`src/vir_params.svh`:
```
// Constants of the video interrupt routing and clock control block
//
// Overview of operation
// - Second interrupt select register holds selectors for interrupt lines four to seven.
// - Third interrupt select register holds one selector for line eight; rest reserved.
// - Event select register holds selectors for event lines zero to three.
// - Codes 1 to 29 map to fixed internal sources; reserved codes select nothing.
// - Interrupt and event selectors share one source code map.
// - All selector fields are read/write, reset to zero; gaps read zero.
// - Priority register bit 24 enables RGB table copying; resets to zero.
// - Priority bits 20 to 4 and bit 1 set per-table memory priority; reset zero.
// - Priority bits 3 and 2 select lens-shading table memory access; reset zero.
// - Clock control bit 0 gates overlay and encoder clocks; resets to one.
// - Clock control bit 2 picks encoder clock undivided or halved; resets zero.
// - Clock control bit 3 enables the lens correction clock.
// - Clock control bit 6 gives overlay memory to overlay engine or host.
// - Clock control bit 7 gives lens memory to lens engine or host.
// - Clock control resets with bits 0, 3, 4 set; bits 1, 5 read zero.
`ifndef VIR_PARAMS_SVH
`define VIR_PARAMS_SVH

`define VIR_ADDR_W 8
`define VIR_ADDR_CLK_CTRL 8'h00
`define VIR_ADDR_IRQ_SEL_B 8'h14
`define VIR_ADDR_IRQ_SEL_C 8'h18
`define VIR_ADDR_EVT_SEL 8'h1c
`define VIR_ADDR_TBL_PRIO 8'h2c
`define VIR_ADDR_IRQ_STATUS 8'h30
`define VIR_ADDR_IRQ_MASK 8'h34

`define VIR_MASK_CLK_CTRL 32'h000000dd
`define VIR_RST_CLK_CTRL 32'h00000019
`define VIR_MASK_SEL4 32'h1f1f1f1f
`define VIR_MASK_SEL1 32'h0000001f
`define VIR_MASK_TBL_PRIO 32'h011ffffe
`define VIR_MASK_IRQ 32'h000001ff
`define VIR_RST_ZERO 32'h00000000

`define VIR_NUM_SRC 29
`define VIR_NUM_IRQ 5
`define VIR_NUM_EVT 4
`define VIR_NUM_LINES 9
`define VIR_CODE_W 5
`define VIR_CODE_RSV_A 5'h07
`define VIR_CODE_RSV_B 5'h0d
`define VIR_CODE_RSV_C 5'h12
`define VIR_CODE_RSV_D 5'h13
`define VIR_CODE_MAX 5'h1d
`define VIR_CODE_NONE 5'h00

`endif

```
`src/vir_pkg.sv`:
```
// Types of the video interrupt routing and clock control block
package vir_pkg;

  typedef struct packed {
    logic [2:0] rsv3;
    logic [4:0] sel3;
    logic [2:0] rsv2;
    logic [4:0] sel2;
    logic [2:0] rsv1;
    logic [4:0] sel1;
    logic [2:0] rsv0;
    logic [4:0] sel0;
  } vir_sel4_type;

  typedef struct packed {
    logic [6:0] rsv_top;
    logic rgb_table_copy_en;
    logic [2:0] rsv_mid;
    logic boxcar_table1_prio;
    logic boxcar_table0_prio;
    logic histogram_table3_prio;
    logic histogram_table2_prio;
    logic histogram_table1_prio;
    logic histogram_table0_prio;
    logic cube_lut3_prio;
    logic cube_lut2_prio;
    logic cube_lut1_prio;
    logic cube_lut0_prio;
    logic gain_table_prio;
    logic edge_enhance_table_prio;
    logic gamma_red_prio;
    logic gamma_green_prio;
    logic gamma_blue_prio;
    logic defect_table_prio;
    logic clamp_table_prio;
    logic shading_table1_sel;
    logic shading_table0_sel;
    logic linearization_table_prio;
    logic rsv_low;
  } vir_prio_type;

  typedef struct packed {
    logic [23:0] rsv_top;
    logic lens_memory_owner_sel;
    logic overlay_memory_owner_sel;
    logic rsv5;
    logic spare4;
    logic lens_correction_clock_gate;
    logic encoder_clock_divide_sel;
    logic rsv1;
    logic display_clock_gate;
  } vir_clk_ctrl_type;

  typedef struct packed {
    logic overlay_clk_en;
    logic encoder_clk_en;
    logic lens_clk_en;
    logic overlay_mem_clk_en;
    logic overlay_mem_to_host;
    logic lens_mem_clk_en;
    logic lens_mem_to_host;
  } vir_clk_out_type;

  typedef enum logic [1:0] {VIR_OWN_RUN, VIR_OWN_STOP, VIR_OWN_SWAP} vir_own_state_type;

endpackage : vir_pkg

```
`src/vir_route_ctrl.sv`:
```
// Top: register bank, source routing, change interrupt and clock control
`timescale 1ns/1ps
`include "vir_params.svh"

module vir_route_ctrl
  import vir_pkg::*;
(
  input wire logic clk,
  input wire logic rst,
  input wire logic [`VIR_ADDR_W-1:0] avs_address,
  input wire logic avs_read,
  input wire logic avs_write,
  input wire logic [31:0] avs_writedata,
  input wire logic [3:0] avs_byteenable,
  output logic [31:0] avs_readdata,
  output logic avs_waitrequest,
  input wire logic [`VIR_NUM_SRC-1:0] irq_sources,
  output logic [`VIR_NUM_IRQ-1:0] irq_lines,
  output logic [`VIR_NUM_EVT-1:0] event_lines,
  output logic irq,
  output vir_prio_type table_priority,
  output vir_clk_out_type clock_enables
);

  typedef struct packed {
    vir_clk_ctrl_type clk_ctrl;
    vir_sel4_type irq_sel_b;
    logic [31:0] irq_sel_c;
    vir_sel4_type evt_sel;
    vir_prio_type prio;
    logic [`VIR_NUM_LINES-1:0] status;
    logic [`VIR_NUM_LINES-1:0] mask;
    logic [`VIR_NUM_LINES-1:0] lines_prev;
    logic wait_r;
    logic [31:0] rdata;
    logic irq_out;
  } vir_top_state_type;

  vir_top_state_type s_q;
  vir_top_state_type s_d;

  logic [`VIR_NUM_LINES-1:0] lines;
  logic [`VIR_NUM_LINES-1:0] rise;
  logic [`VIR_NUM_LINES*`VIR_CODE_W-1:0] sel_flat;
  logic req;
  logic take;
  logic hit_wr;
  logic hit_rd;

  // Byte lanes and the writable mask applied together; reserved bits stay zero
  function automatic logic [31:0] merge(input logic [31:0] old, input logic [31:0] wdata,
                                        input logic [3:0] be, input logic [31:0] mask);
    logic [31:0] lane;
    lane = '0;
    for (int b = 0; b < 4; b++) begin
      lane[b*8 +: 8] = {8{be[b]}};
    end
    merge = ((old & ~lane) | (wdata & lane)) & mask;
  endfunction : merge

  function automatic logic [`VIR_NUM_LINES-1:0] narrow(input logic [31:0] v);
    narrow = v[`VIR_NUM_LINES-1:0];
  endfunction : narrow

  function automatic logic [31:0] widen(input logic [`VIR_NUM_LINES-1:0] v);
    widen = {{(32-`VIR_NUM_LINES){1'b0}}, v};
  endfunction : widen

  ////////////////////////////////////////////////////////////////////////////////
  // Selector fan-out to the routed lines

  always_comb begin
    sel_flat = {s_q.evt_sel.sel3, s_q.evt_sel.sel2, s_q.evt_sel.sel1, s_q.evt_sel.sel0,
                s_q.irq_sel_c[`VIR_CODE_W-1:0],
                s_q.irq_sel_b.sel3, s_q.irq_sel_b.sel2, s_q.irq_sel_b.sel1, s_q.irq_sel_b.sel0};
  end

  for (genvar g = 0; g < `VIR_NUM_LINES; g++) begin : g_line
    vir_route_line vir_route_line_inst (
      .clk(clk),
      .rst(rst),
      .sel(sel_flat[g*`VIR_CODE_W +: `VIR_CODE_W]),
      .sources(irq_sources),
      .line_q(lines[g])
    );
  end

  vir_clock_ctrl vir_clock_ctrl_inst (
    .clk(clk),
    .rst(rst),
    .ctrl(s_q.clk_ctrl),
    .clk_out_q(clock_enables)
  );

  ////////////////////////////////////////////////////////////////////////////////
  // Bus slave and register state

  assign req = avs_read | avs_write;
  // One wait cycle: decode on the first cycle, complete on the second
  assign take = req & ~s_q.wait_r;
  assign rise = lines & ~s_q.lines_prev;

  always_comb begin
    s_d = s_q;
    hit_wr = 1'b0;
    hit_rd = 1'b0;
    s_d.lines_prev = lines;
    s_d.wait_r = ~(req & s_q.wait_r);

    if (avs_write & take) begin
      if (avs_address == `VIR_ADDR_CLK_CTRL) begin
        s_d.clk_ctrl = merge(s_q.clk_ctrl, avs_writedata, avs_byteenable, `VIR_MASK_CLK_CTRL);
        hit_wr = 1'b1;
      end else if (avs_address == `VIR_ADDR_IRQ_SEL_B) begin
        s_d.irq_sel_b = merge(s_q.irq_sel_b, avs_writedata, avs_byteenable, `VIR_MASK_SEL4);
        hit_wr = 1'b1;
      end else if (avs_address == `VIR_ADDR_IRQ_SEL_C) begin
        s_d.irq_sel_c = merge(s_q.irq_sel_c, avs_writedata, avs_byteenable, `VIR_MASK_SEL1);
        hit_wr = 1'b1;
      end else if (avs_address == `VIR_ADDR_EVT_SEL) begin
        s_d.evt_sel = merge(s_q.evt_sel, avs_writedata, avs_byteenable, `VIR_MASK_SEL4);
        hit_wr = 1'b1;
      end else if (avs_address == `VIR_ADDR_TBL_PRIO) begin
        s_d.prio = merge(s_q.prio, avs_writedata, avs_byteenable, `VIR_MASK_TBL_PRIO);
        hit_wr = 1'b1;
      end else if (avs_address == `VIR_ADDR_IRQ_MASK) begin
        s_d.mask = narrow(merge(widen(s_q.mask), avs_writedata, avs_byteenable, `VIR_MASK_IRQ));
        hit_wr = 1'b1;
      end else begin
        hit_wr = 1'b0;
      end
    end

    // Read data is latched on the wait cycle so it stands at the completing edge
    if (avs_read & s_q.wait_r) begin
      if (avs_address == `VIR_ADDR_CLK_CTRL) begin
        s_d.rdata = s_q.clk_ctrl;
        hit_rd = 1'b1;
      end else if (avs_address == `VIR_ADDR_IRQ_SEL_B) begin
        s_d.rdata = s_q.irq_sel_b;
        hit_rd = 1'b1;
      end else if (avs_address == `VIR_ADDR_IRQ_SEL_C) begin
        s_d.rdata = s_q.irq_sel_c;
        hit_rd = 1'b1;
      end else if (avs_address == `VIR_ADDR_EVT_SEL) begin
        s_d.rdata = s_q.evt_sel;
        hit_rd = 1'b1;
      end else if (avs_address == `VIR_ADDR_TBL_PRIO) begin
        s_d.rdata = s_q.prio;
        hit_rd = 1'b1;
      end else if (avs_address == `VIR_ADDR_IRQ_STATUS) begin
        s_d.rdata = widen(s_q.status | rise);
        hit_rd = 1'b1;
      end else if (avs_address == `VIR_ADDR_IRQ_MASK) begin
        s_d.rdata = widen(s_q.mask);
        hit_rd = 1'b1;
      end else begin
        s_d.rdata = `VIR_RST_ZERO;
        hit_rd = 1'b0;
      end
    end

    // Status clears on the completing read; a new rise in that cycle still sets
    if (avs_read & take & (avs_address == `VIR_ADDR_IRQ_STATUS)) begin
      s_d.status = rise;
    end else begin
      s_d.status = s_q.status | rise;
    end
    s_d.irq_out = |(s_d.status & s_d.mask);
  end

  always_ff @(posedge clk) begin
    if (rst) begin
      s_q <= '0;
      s_q.clk_ctrl <= `VIR_RST_CLK_CTRL;
      s_q.wait_r <= 1'b1;
    end else begin
      s_q <= s_d;
    end
  end

  ////////////////////////////////////////////////////////////////////////////////
  // Outputs

  assign avs_readdata = s_q.rdata;
  assign avs_waitrequest = s_q.wait_r;
  assign irq_lines = lines[`VIR_NUM_IRQ-1:0];
  assign event_lines = lines[`VIR_NUM_LINES-1:`VIR_NUM_IRQ];
  assign irq = s_q.irq_out;
  assign table_priority = s_q.prio;

endmodule : vir_route_ctrl

```
`src/vir_route_line.sv`:
```
// One routed output line: picks a source by selector code
`timescale 1ns/1ps
`include "vir_params.svh"

module vir_route_line
  import vir_pkg::*;
(
  input wire logic clk,
  input wire logic rst,
  input wire logic [`VIR_CODE_W-1:0] sel,
  input wire logic [`VIR_NUM_SRC-1:0] sources,
  output logic line_q
);

  typedef struct packed {
    logic line;
  } vir_route_state_type;

  vir_route_state_type s_q;
  vir_route_state_type s_d;

  // Code n takes source n-1; same map for every line
  function automatic logic route(input logic [`VIR_CODE_W-1:0] code, input logic [`VIR_NUM_SRC-1:0] src);
    logic [`VIR_CODE_W-1:0] idx;
    idx = code - 5'h01;
    if (code == `VIR_CODE_NONE || code > `VIR_CODE_MAX) begin
      route = 1'b0;
    end else if (code == `VIR_CODE_RSV_A || code == `VIR_CODE_RSV_B ||
                 code == `VIR_CODE_RSV_C || code == `VIR_CODE_RSV_D) begin
      route = 1'b0;
    end else begin
      route = src[idx];
    end
  endfunction : route

  always_comb begin
    s_d = s_q;
    s_d.line = route(sel, sources);
  end

  always_ff @(posedge clk) begin
    if (rst) begin
      s_q <= '0;
    end else begin
      s_q <= s_d;
    end
  end

  assign line_q = s_q.line;

endmodule : vir_route_line

```
`src/vir_clock_ctrl.sv`:
```
// Glitch-free clock enables, encoder divider and memory owner switching
`timescale 1ns/1ps
`include "vir_params.svh"

module vir_clock_ctrl
  import vir_pkg::*;
(
  input wire logic clk,
  input wire logic rst,
  input wire vir_clk_ctrl_type ctrl,
  output vir_clk_out_type clk_out_q
);

  typedef struct packed {
    logic phase;
    vir_own_state_type [1:0] own_st;
    logic [1:0] owner;
    vir_clk_out_type out;
  } vir_clkc_state_type;

  vir_clkc_state_type s_q;
  vir_clkc_state_type s_d;
  logic [1:0] want;
  logic [1:0] gate;

  // Enables change only at clk edges, so gated clocks see whole cycles only
  always_comb begin
    s_d = s_q;
    want = {ctrl.lens_memory_owner_sel, ctrl.overlay_memory_owner_sel};
    gate = {ctrl.lens_correction_clock_gate, ctrl.display_clock_gate};
    s_d.phase = ~s_q.phase;
    s_d.out.overlay_clk_en = ctrl.display_clock_gate;
    s_d.out.encoder_clk_en = ctrl.display_clock_gate & (~ctrl.encoder_clock_divide_sel | s_q.phase);
    s_d.out.lens_clk_en = ctrl.lens_correction_clock_gate;
    // Break before make: memory clock stops one cycle each side of the swap
    for (int i = 0; i < 2; i++) begin
      case (s_q.own_st[i])
        VIR_OWN_RUN: begin
          if (want[i] != s_q.owner[i]) begin
            s_d.own_st[i] = VIR_OWN_STOP;
          end
        end
        VIR_OWN_STOP: begin
          s_d.owner[i] = want[i];
          s_d.own_st[i] = VIR_OWN_SWAP;
        end
        default: begin
          s_d.own_st[i] = VIR_OWN_RUN;
        end
      endcase
    end
    s_d.out.overlay_mem_to_host = s_d.owner[0];
    s_d.out.lens_mem_to_host = s_d.owner[1];
    s_d.out.overlay_mem_clk_en = (s_d.own_st[0] == VIR_OWN_RUN) & (gate[0] | s_d.owner[0]);
    s_d.out.lens_mem_clk_en = (s_d.own_st[1] == VIR_OWN_RUN) & (gate[1] | s_d.owner[1]);
  end

  always_ff @(posedge clk) begin
    if (rst) begin
      s_q <= '0;
      s_q.out.overlay_clk_en <= 1'b1;
      s_q.out.encoder_clk_en <= 1'b1;
      s_q.out.lens_clk_en <= 1'b1;
      s_q.out.overlay_mem_clk_en <= 1'b1;
      s_q.out.lens_mem_clk_en <= 1'b1;
    end else begin
      s_q <= s_d;
    end
  end

  assign clk_out_q = s_q.out;

endmodule : vir_clock_ctrl

```
`config.mk`:
```
export PLATFORM = sky130hd
export DESIGN_NAME = vir_route_ctrl
export DESIGN_NICKNAME = d
export VERILOG_FILES = /design/src/vir_pkg.sv /design/src/vir_route_ctrl.sv /design/src/vir_route_line.sv /design/src/vir_clock_ctrl.sv
export VERILOG_INCLUDE_DIRS = /design/src
export SDC_FILE = /design/constraint.sdc
export NUM_CORES = 1
export LEC_CHECK = 0
export ABC_AREA = 1
export BUFFER_PORTS_ARGS = -buffer_cell sky130_fd_sc_hd__buf_2
export CAP_MARGIN = 5
export CORE_MARGIN = 1.5
export CORE_UTILIZATION = 37
export CTS_CLUSTER_SIZE = 40
export DETAILED_ROUTE_END_ITERATION = 7
export PLACE_DENSITY = 0.59
export SLEW_MARGIN = 20
export SYNTH_ARGS = -nofsm -noshare
export SYNTH_HDL_FRONTEND = slang
export SYNTH_SLANG_ARGS = --single-unit
export TNS_END_PERCENT = 1
```
`constraint.sdc`:
```
create_clock -name clk -period 2.4 [get_ports clk]
set_input_delay 0.72 -clock clk [delete_from_list [all_inputs] [get_ports clk]]
set_output_delay 0.72 -clock clk [all_outputs]
set_load 0.005 [all_outputs]
```
==> out/qor.csv, run 1 <==
stage;metric;value;unit
clock_tree;clk_pin_slew;0.07;ns
worst_setup_path;crit_type;reg2reg;
logic_synthesis;synthFlopType;dfxtp_1;
detailed_routing;vias;10755;
placed_design;hpwlAfterDp;25130;µm
worst_setup_path;endpoint_kind;register;
placed_design;gp_congestion;0.8954;
finish;diodes;0;
die;die_width;170.9;µm
finish;nets;1778;
outcome;status;completed;
worst_setup_path;path_max_fanout;7;
die;dieArea;0.02922;mm²
finish;ff_latch_area;0.002963;mm²
finish;multi_input_area;0.006030;mm²
die;core_area;0.02778;mm²
logic_synthesis;netlist_instances;1598;
logic_synthesis;synth_edf_count;0;
sta;max-slew-margin-rel;59.74;%
logic_synthesis;syn_area_per_cell;6.531;µm²
pwr;cellPowerDensity;496.2;mW/mm²
pwr;p_leak;0.004942;µW
clock_tree;clk_latency;0.43;ns
detailed_routing;wl;33720;µm
finish;finalNonFillerCells;2056;
sta;grt_setup_unrepaired;no;
clock_tree;cts-root-buf;clkbuf_16;
logic_synthesis;synthArstFlopShare;0;%
logic_synthesis;synth_area_leaders;dfxtp_1 (28%), nand2_1 (11%), a21oi_1 (9.9%), o21ai_0 (9.5%), buf_4 (6.0%);
logic_synthesis;yosys_warnings;0;
grt;grt_pass1_wl;52990;µm
logic_synthesis;synth_area_leader_cell;dfxtp_1;
sta;setup-violations-final;0;
finish;drive_gt1_share;15.61;%
sta;drv_slew;0;
finish;synthToLayoutAreaGrowth;12.56;%
detailed_routing;ant_nets;0;
placed_design;dp_cells;2024;
detailed_routing;firstDrtPassIters;5;
logic_synthesis;synth_area;0.01044;mm²
clock_tree;cts_tree;yes;
clock_tree;cts_hold_buffers;0;
detailed_routing;drt-initial-drc-count;846;
die;ios;159;
placed_design;port_buffers;135;
die;chipHeight;170.9;µm
clock_tree;h-tree-depth;4;
grt;grt_max_degree;56;
detailed_routing;wl_per_cell;16.40;µm
die;rows;61;
worst_setup_path;worstPathArrival;2.53;ns
clock_tree;cts.sinks;148;
clock_tree;numCtsBuffers;17;
grt;first_global_vias;9768;
job;maxCapViolCount;0;
detailed_routing;route.detailed.drc;0;
sta;worst_pin_slew;0.5887;ns
sta;fin_crit;2.150;ns
worst_hold_path;hp-class;reg2reg;
finish;final_area;0.01175;mm²
worst_setup_path;worst_setup_path_start_kind;register;
grt;antenna_found_initial;0;
sta;period_share;89.59;%
worst_setup_path;cp.required;2.78;ns
logic_synthesis;ys_ff_latch;148;
sta;max_freq;0.4651;GHz
grt;overflow;0;
pwr;ir_drop;357.2;µV
sta;final.setup_skew;0.02314;ns
logic_synthesis;synth_cell_types;46;
sta;setup_tns;0;ns
clock_tree;clockBufferDepth;2;
detailed_routing;via_per_inst;5.231;
logic_synthesis;seq_area_frac_synth;28.39;%
clock_tree;cts_resized;0;
logic_synthesis;synth_top_area_share;28.39;%
placed_design;placed_area;0.01112;mm²
grt;grt_use_total;23.46;%
sta;hold_viol;0;
clock_tree;cts_setup_buffers;0;
die;initial_utilization;37.57;%
finish;fill_cells;2981;
-- power by group --
group / leakage [µW] / internal (µW) / switching (µW) / total, µW
Sequential: 0.00119 / 2470 / 9.16 / 2480
Combinational: 0.00344 / 143 / 349 / 491
Clock: 0.000305 / 1710 / 1150 / 2860
-- worst max-delay path: stages, from the launching register on --
cell	delay (ns)
dfxtp_1	0.40
inv_1	0.12
ha_1	0.23
xnor2_1	0.46
inv_1	0.11
nand3_1	0.10
o21ai_0	0.08
o21ai_0	0.15
o21ai_0	0.10
a21oi_1	0.20
buf_4	0.17
-- synth_stat cells, drive strengths merged, types with 4 or more instances --
cell / n
nand2: 313
o21ai: 211
a21oi: 207
dfxtp: 148
inv: 142
nor2: 126
buf: 110
nand3: 93
o211ai: 63
clkbuf: 43
ha: 36
nor3: 16
xor2: 13
a211oi: 10
o22ai: 10
or2: 10
clkinv: 9
xnor2: 9
o221ai: 6
nand4: 4
nor4: 4
-- layer usage --
metal	routed length [µm]	vias up	share of wire [%]	track usage [%]
li1	-	5423	-	-
met1	14830	4903	44	29.93
met2	15770	364	47	39.43
met3	2013	65	6.0	3.886
met4	1106	0	3.3	9.191
met5	0	-	0	0
-- path summary, 6_finish.rpt --
| path | start | endpoint | slack (ns) | cells after the start |
|---|---|---|---|---|
| worst max-delay path | register | g_line[0].vir_route_line_inst.line_q$_SDFF_PP0_ | 0.25 | 10 |
| worst max register to register | register | g_line[0].vir_route_line_inst.line_q$_SDFF_PP0_ | 0.25 | 10 |
| worst min-delay path | vir_clock_ctrl_inst.s_q[13]$_SDFF_PP0_ | vir_clock_ctrl_inst.s_q[13]$_SDFF_PP0_ | 0.40 | 1 |
| worst min register to register | vir_clock_ctrl_inst.s_q[13]$_SDFF_PP0_ | vir_clock_ctrl_inst.s_q[13]$_SDFF_PP0_ | 0.40 | 1 |
-- through the flow --
step                      worst slack (ns)  hold slack (ns)  power [µW]  utilization (%)
after global placement             0.09103           0.3820        3016            40.03
final                               0.2499           0.3996        5829            42.29
after global routing              0.008435           0.4236        6035            42.29
after floorplan                     0.4077           0.3746        2801                -
after CTS                           0.2452           0.3972        5865            42.29
after detailed placement           0.08885           0.3870        3020            40.03
-- layout make-up --
type / instances / share of cell area, %
multi-input combinational: 1162 / 51.33
sequential: 148 / 25.22
timing repair buffer: 185 / 9.266
inverter: 151 / 4.835
tap: 378 / 4.026
clock buffer: 19 / 3.856
clock inverter: 13 / 1.470
-- cells by family after synthesis --
family                     share of synthesized area (%)
xor gates and xnor gates                           1.846
adders and majority gates                          4.316
AOI/OAI and AO/OA                                  27.14
muxes                                            0.09592
buffers and inverters                              14.41
other                                            0.03593
and+or+nand+nor                                    23.76
DFF                                                28.39
-- placed cells by master, fill, tap and decap left out, types with 3 or more instances in the layout --
master | netlist | final
nand2_1 | 299 | 299
a21oi_1 | 207 | 207
o21ai_0 | 198 | 198
dfxtp_1 | 148 | 148
inv_1 | 138 | 138
buf_2 | 21 | 135
nor2_1 | 115 | 115
nand3_1 | 90 | 90
o211ai_1 | 63 | 63
buf_4 | 83 | 47
ha_1 | 36 | 36
conb_1 | 1 | 17
clkbuf_16 | 0 | 17
nor3_1 | 15 | 15
nand2_2 | 13 | 13
xor2_1 | 13 | 13
o21ai_1 | 12 | 12
o22ai_1 | 10 | 10
or2_2 | 10 | 10
a211oi_1 | 10 | 10
xnor2_1 | 9 | 9
clkinv_1 | 8 | 8
o221ai_1 | 6 | 6
nor2_4 | 5 | 5
clkinv_4 | 0 | 5
nor2_2 | 4 | 4
inv_2 | 4 | 4
nor4_1 | 4 | 4
nand4_1 | 4 | 4
and3_1 | 3 | 3
a31oi_1 | 3 | 3
inv_6 | 0 | 3
bufinv_16 | 0 | 3
buf_12 | 0 | 3
(Power assumes the default switching activity.)
==> run 2, diff against run 1 <==
- CORE_UTILIZATION: 37 -> 58
- PLACE_DENSITY: 0.59 -> 0.85
==> out/qor.csv, run 2 (synthesis gave the netlist of run 1 again) <==
stage;metric;value;unit;change
clock_tree;numCtsBuffers;17;;unchanged
finish;nets;1769;;-0.51%
finish;diodes;0;;unchanged
worst_setup_path;worst_setup_path_start_kind;register;;
worst_setup_path;path_max_fanout;15;;+8
clock_tree;cts_tree;yes;;
finish;fill_cells;1559;;-48%
grt;overflow;0;;unchanged
sta;grt_setup_unrepaired;no;;
clock_tree;cts.sinks;148;;unchanged
sta;final.setup_skew;0.009394;ns;-0.01375 ns
clock_tree;clockBufferDepth;2;;unchanged
detailed_routing;wl_per_cell;16.46;µm;+0.33%
die;chipHeight;137.1;µm;-20%
die;dieArea;0.01881;mm²;-36%
placed_design;placed_area;0.01084;mm²;-2.6%
clock_tree;clk_pin_slew;0.06;ns;about the same
sta;setup_tns;0;ns;unchanged
die;initial_utilization;59.92;%;+22 points
detailed_routing;firstDrtPassIters;6;;+1
worst_setup_path;crit_chain;inv_1 > ha_1 > o21ai_0 > o21ai_0 > nor2_1 > o21bai_1 > inv_1 > a21oi_1;;
worst_setup_path;path_buf_inv;2;;-1
placed_design;dp_cells;1862;;-8.0%
pwr;pwr-share-comb;8.3;%;about the same
die;core_area;0.01742;mm²;-37%
die;die_width;137.1;µm;-20%
detailed_routing;wl;31170;µm;-7.6%
pwr;internal-power;4310;µW;-0.27%
sta;setup-violations-final;0;;unchanged
finish;mostFrequentLayoutCells;nand2_1 (299), a21oi_1 (207), o21ai_0 (198);;
worst_setup_path;slowest_delay;0.57;ns;+0.11 ns
worst_hold_path;hold_path.startpoint;vir_clock_ctrl_inst.s_q[13]$_SDFF_PP0_;;
detailed_routing;via_per_inst;5.865;;+12%
pwr;p_seq_share;43.2;%;+0.6 points
sta;hold_viol;0;;unchanged
die;ios;159;;unchanged
clock_tree;cts_hold_buffers;0;;unchanged
detailed_routing;ant_nets;0;;unchanged
worst_setup_path;endpoint_kind;register;;
finish;final_area;0.01145;mm²;-2.5%
pwr;switching_share;24.91;%;-0.95 points
finish;final_util;65.74;%;+23 points
placed_design;port_buffers;135;;unchanged
sta;period_share;88.07;%;-1.5 points
pwr;clkPwrFrac;48.5;%;-0.5 points
sta;fin_crit;2.114;ns;-0.03644 ns
worst_setup_path;cp.required;2.71;ns;-0.07 ns
worst_setup_path;cpMaxStageDelayCell;ha_1;;
pwr;cellPowerDensity;501.3;mW/mm²;+1.0%
placed_design;gp_congestion;0.9725;;+8.6%
job;maxCapViolCount;0;;unchanged
finish;final_common_cell;nand2_1;;
grt;grt_pass1_wl;48670;µm;-8.1%
sta;max_freq;0.4731;GHz;+1.7%
worst_setup_path;crit_family;compound AO/OA/AOI/OAI gates;;
clock_tree;cts_setup_buffers;0;;unchanged
grt;antenna_found_initial;0;;unchanged
clock_tree;h-tree-depth;4;;unchanged
clock_tree;cts-root-buf;clkbuf_16;;
finish;synthToLayoutAreaGrowth;9.711;%;
sta;worst_pin_slew;0.6133;ns;+0.02460 ns
finish;drive_gt1_share;14.98;%;-0.63 points
worst_setup_path;crit_type;reg2reg;;
grt;first_global_vias;9861;;+0.95%
detailed_routing;drt-initial-drc-count;1139;;+35%
pwr;switchingPower;1430;µW;-5.2%
worst_setup_path;worstPathArrival;2.43;ns;-0.10 ns
clock_tree;cts_resized;0;;unchanged
finish;finalNonFillerCells;1894;;-7.9%
placed_design;hpwlAfterDp;22740;µm;-9.5%
pwr;p_leak;0.004871;µW;-1.4%
detailed_routing;route.detailed.drc;0;;unchanged
sta;drv_slew;0;;unchanged
pwr;ir_drop;561.8;µV;+57%
die;rows;48;;-21%
grt;grt_max_degree;55;;-1.8%
grt;grt_use_total;33.14;%;+9.7 points
outcome;status;completed;;
sta;max-slew-margin-rel;59.11;%;-0.62 points
worst_hold_path;hp-class;reg2reg;;
clock_tree;clk_latency;0.43;ns;about the same
detailed_routing;vias;11108;;+3.3%
## run 2: cell types whose count changed in the layout (fill, tap and decap cells not counted)
cell        previous run  this run
buf_4                 47        40
clkbuf_1               0         3
clkinv_4               5         2
buf_12                 3         1
clkinvlp_4             1         3
clkinv_2               2         1
inv_6                  3         2
## run 2: area by class of cell
class,count,area [µm²],share of cell area (%)
multi-input cells,1162,6030,52.66
flip-flops and latches,148,2963,25.88
repair buffers,176,996.0,8.699
inverters,151,568.0,4.961
clock buffers,22,464.2,4.054
well taps,225,281.5,2.459
clock inverters,10,147.6,1.289
## run 2: worst paths after layout
| kind | cells past startpoint | slack [ns] | endpoint |
|---|---|---|---|
| max | 8 | 0.29 | g_line[6].vir_route_line_inst.line_q$_SDFF_PP0_ |
| min | 1 | 0.41 | vir_clock_ctrl_inst.s_q[13]$_SDFF_PP0_ |
| max reg2reg | 8 | 0.29 | g_line[6].vir_route_line_inst.line_q$_SDFF_PP0_ |
| min reg2reg | 1 | 0.41 | vir_clock_ctrl_inst.s_q[13]$_SDFF_PP0_ |
## run 2: power by group through the flow
stage	sequential [µW]	clock [µW]	combinational (µW)
detailed placement	2540	0	456
global placement	2530	0	451
global route	2480	2890	514
CTS	2480	2790	460
floorplan	2530	0	268
finish	2480	2780	476
## run 2: metal layers
| layer | up-vias | GRT usage, % | part of all wire [%] |
|---|---|---|---|
| met5 | - | 0 | 0 |
| met4 | 0 | 19.36 | 5.3 |
| met3 | 143 | 7.926 | 9.3 |
| met2 | 602 | 54.75 | 46 |
| met1 | 4957 | 39.13 | 39 |
| li1 | 5406 | - | - |
## run 2: per-stage QoR
stage | hold WS, ns | setup slack (ns) | total power, µW
after floorplan | 0.3746 | 0.4077 | 2801
after CTS | 0.4076 | 0.3127 | 5732
after detailed placement | 0.3923 | 0.06285 | 2992
after global placement | 0.3848 | 0.09822 | 2986
final | 0.4113 | 0.2864 | 5740
after global routing | 0.4271 | 0.1482 | 5889
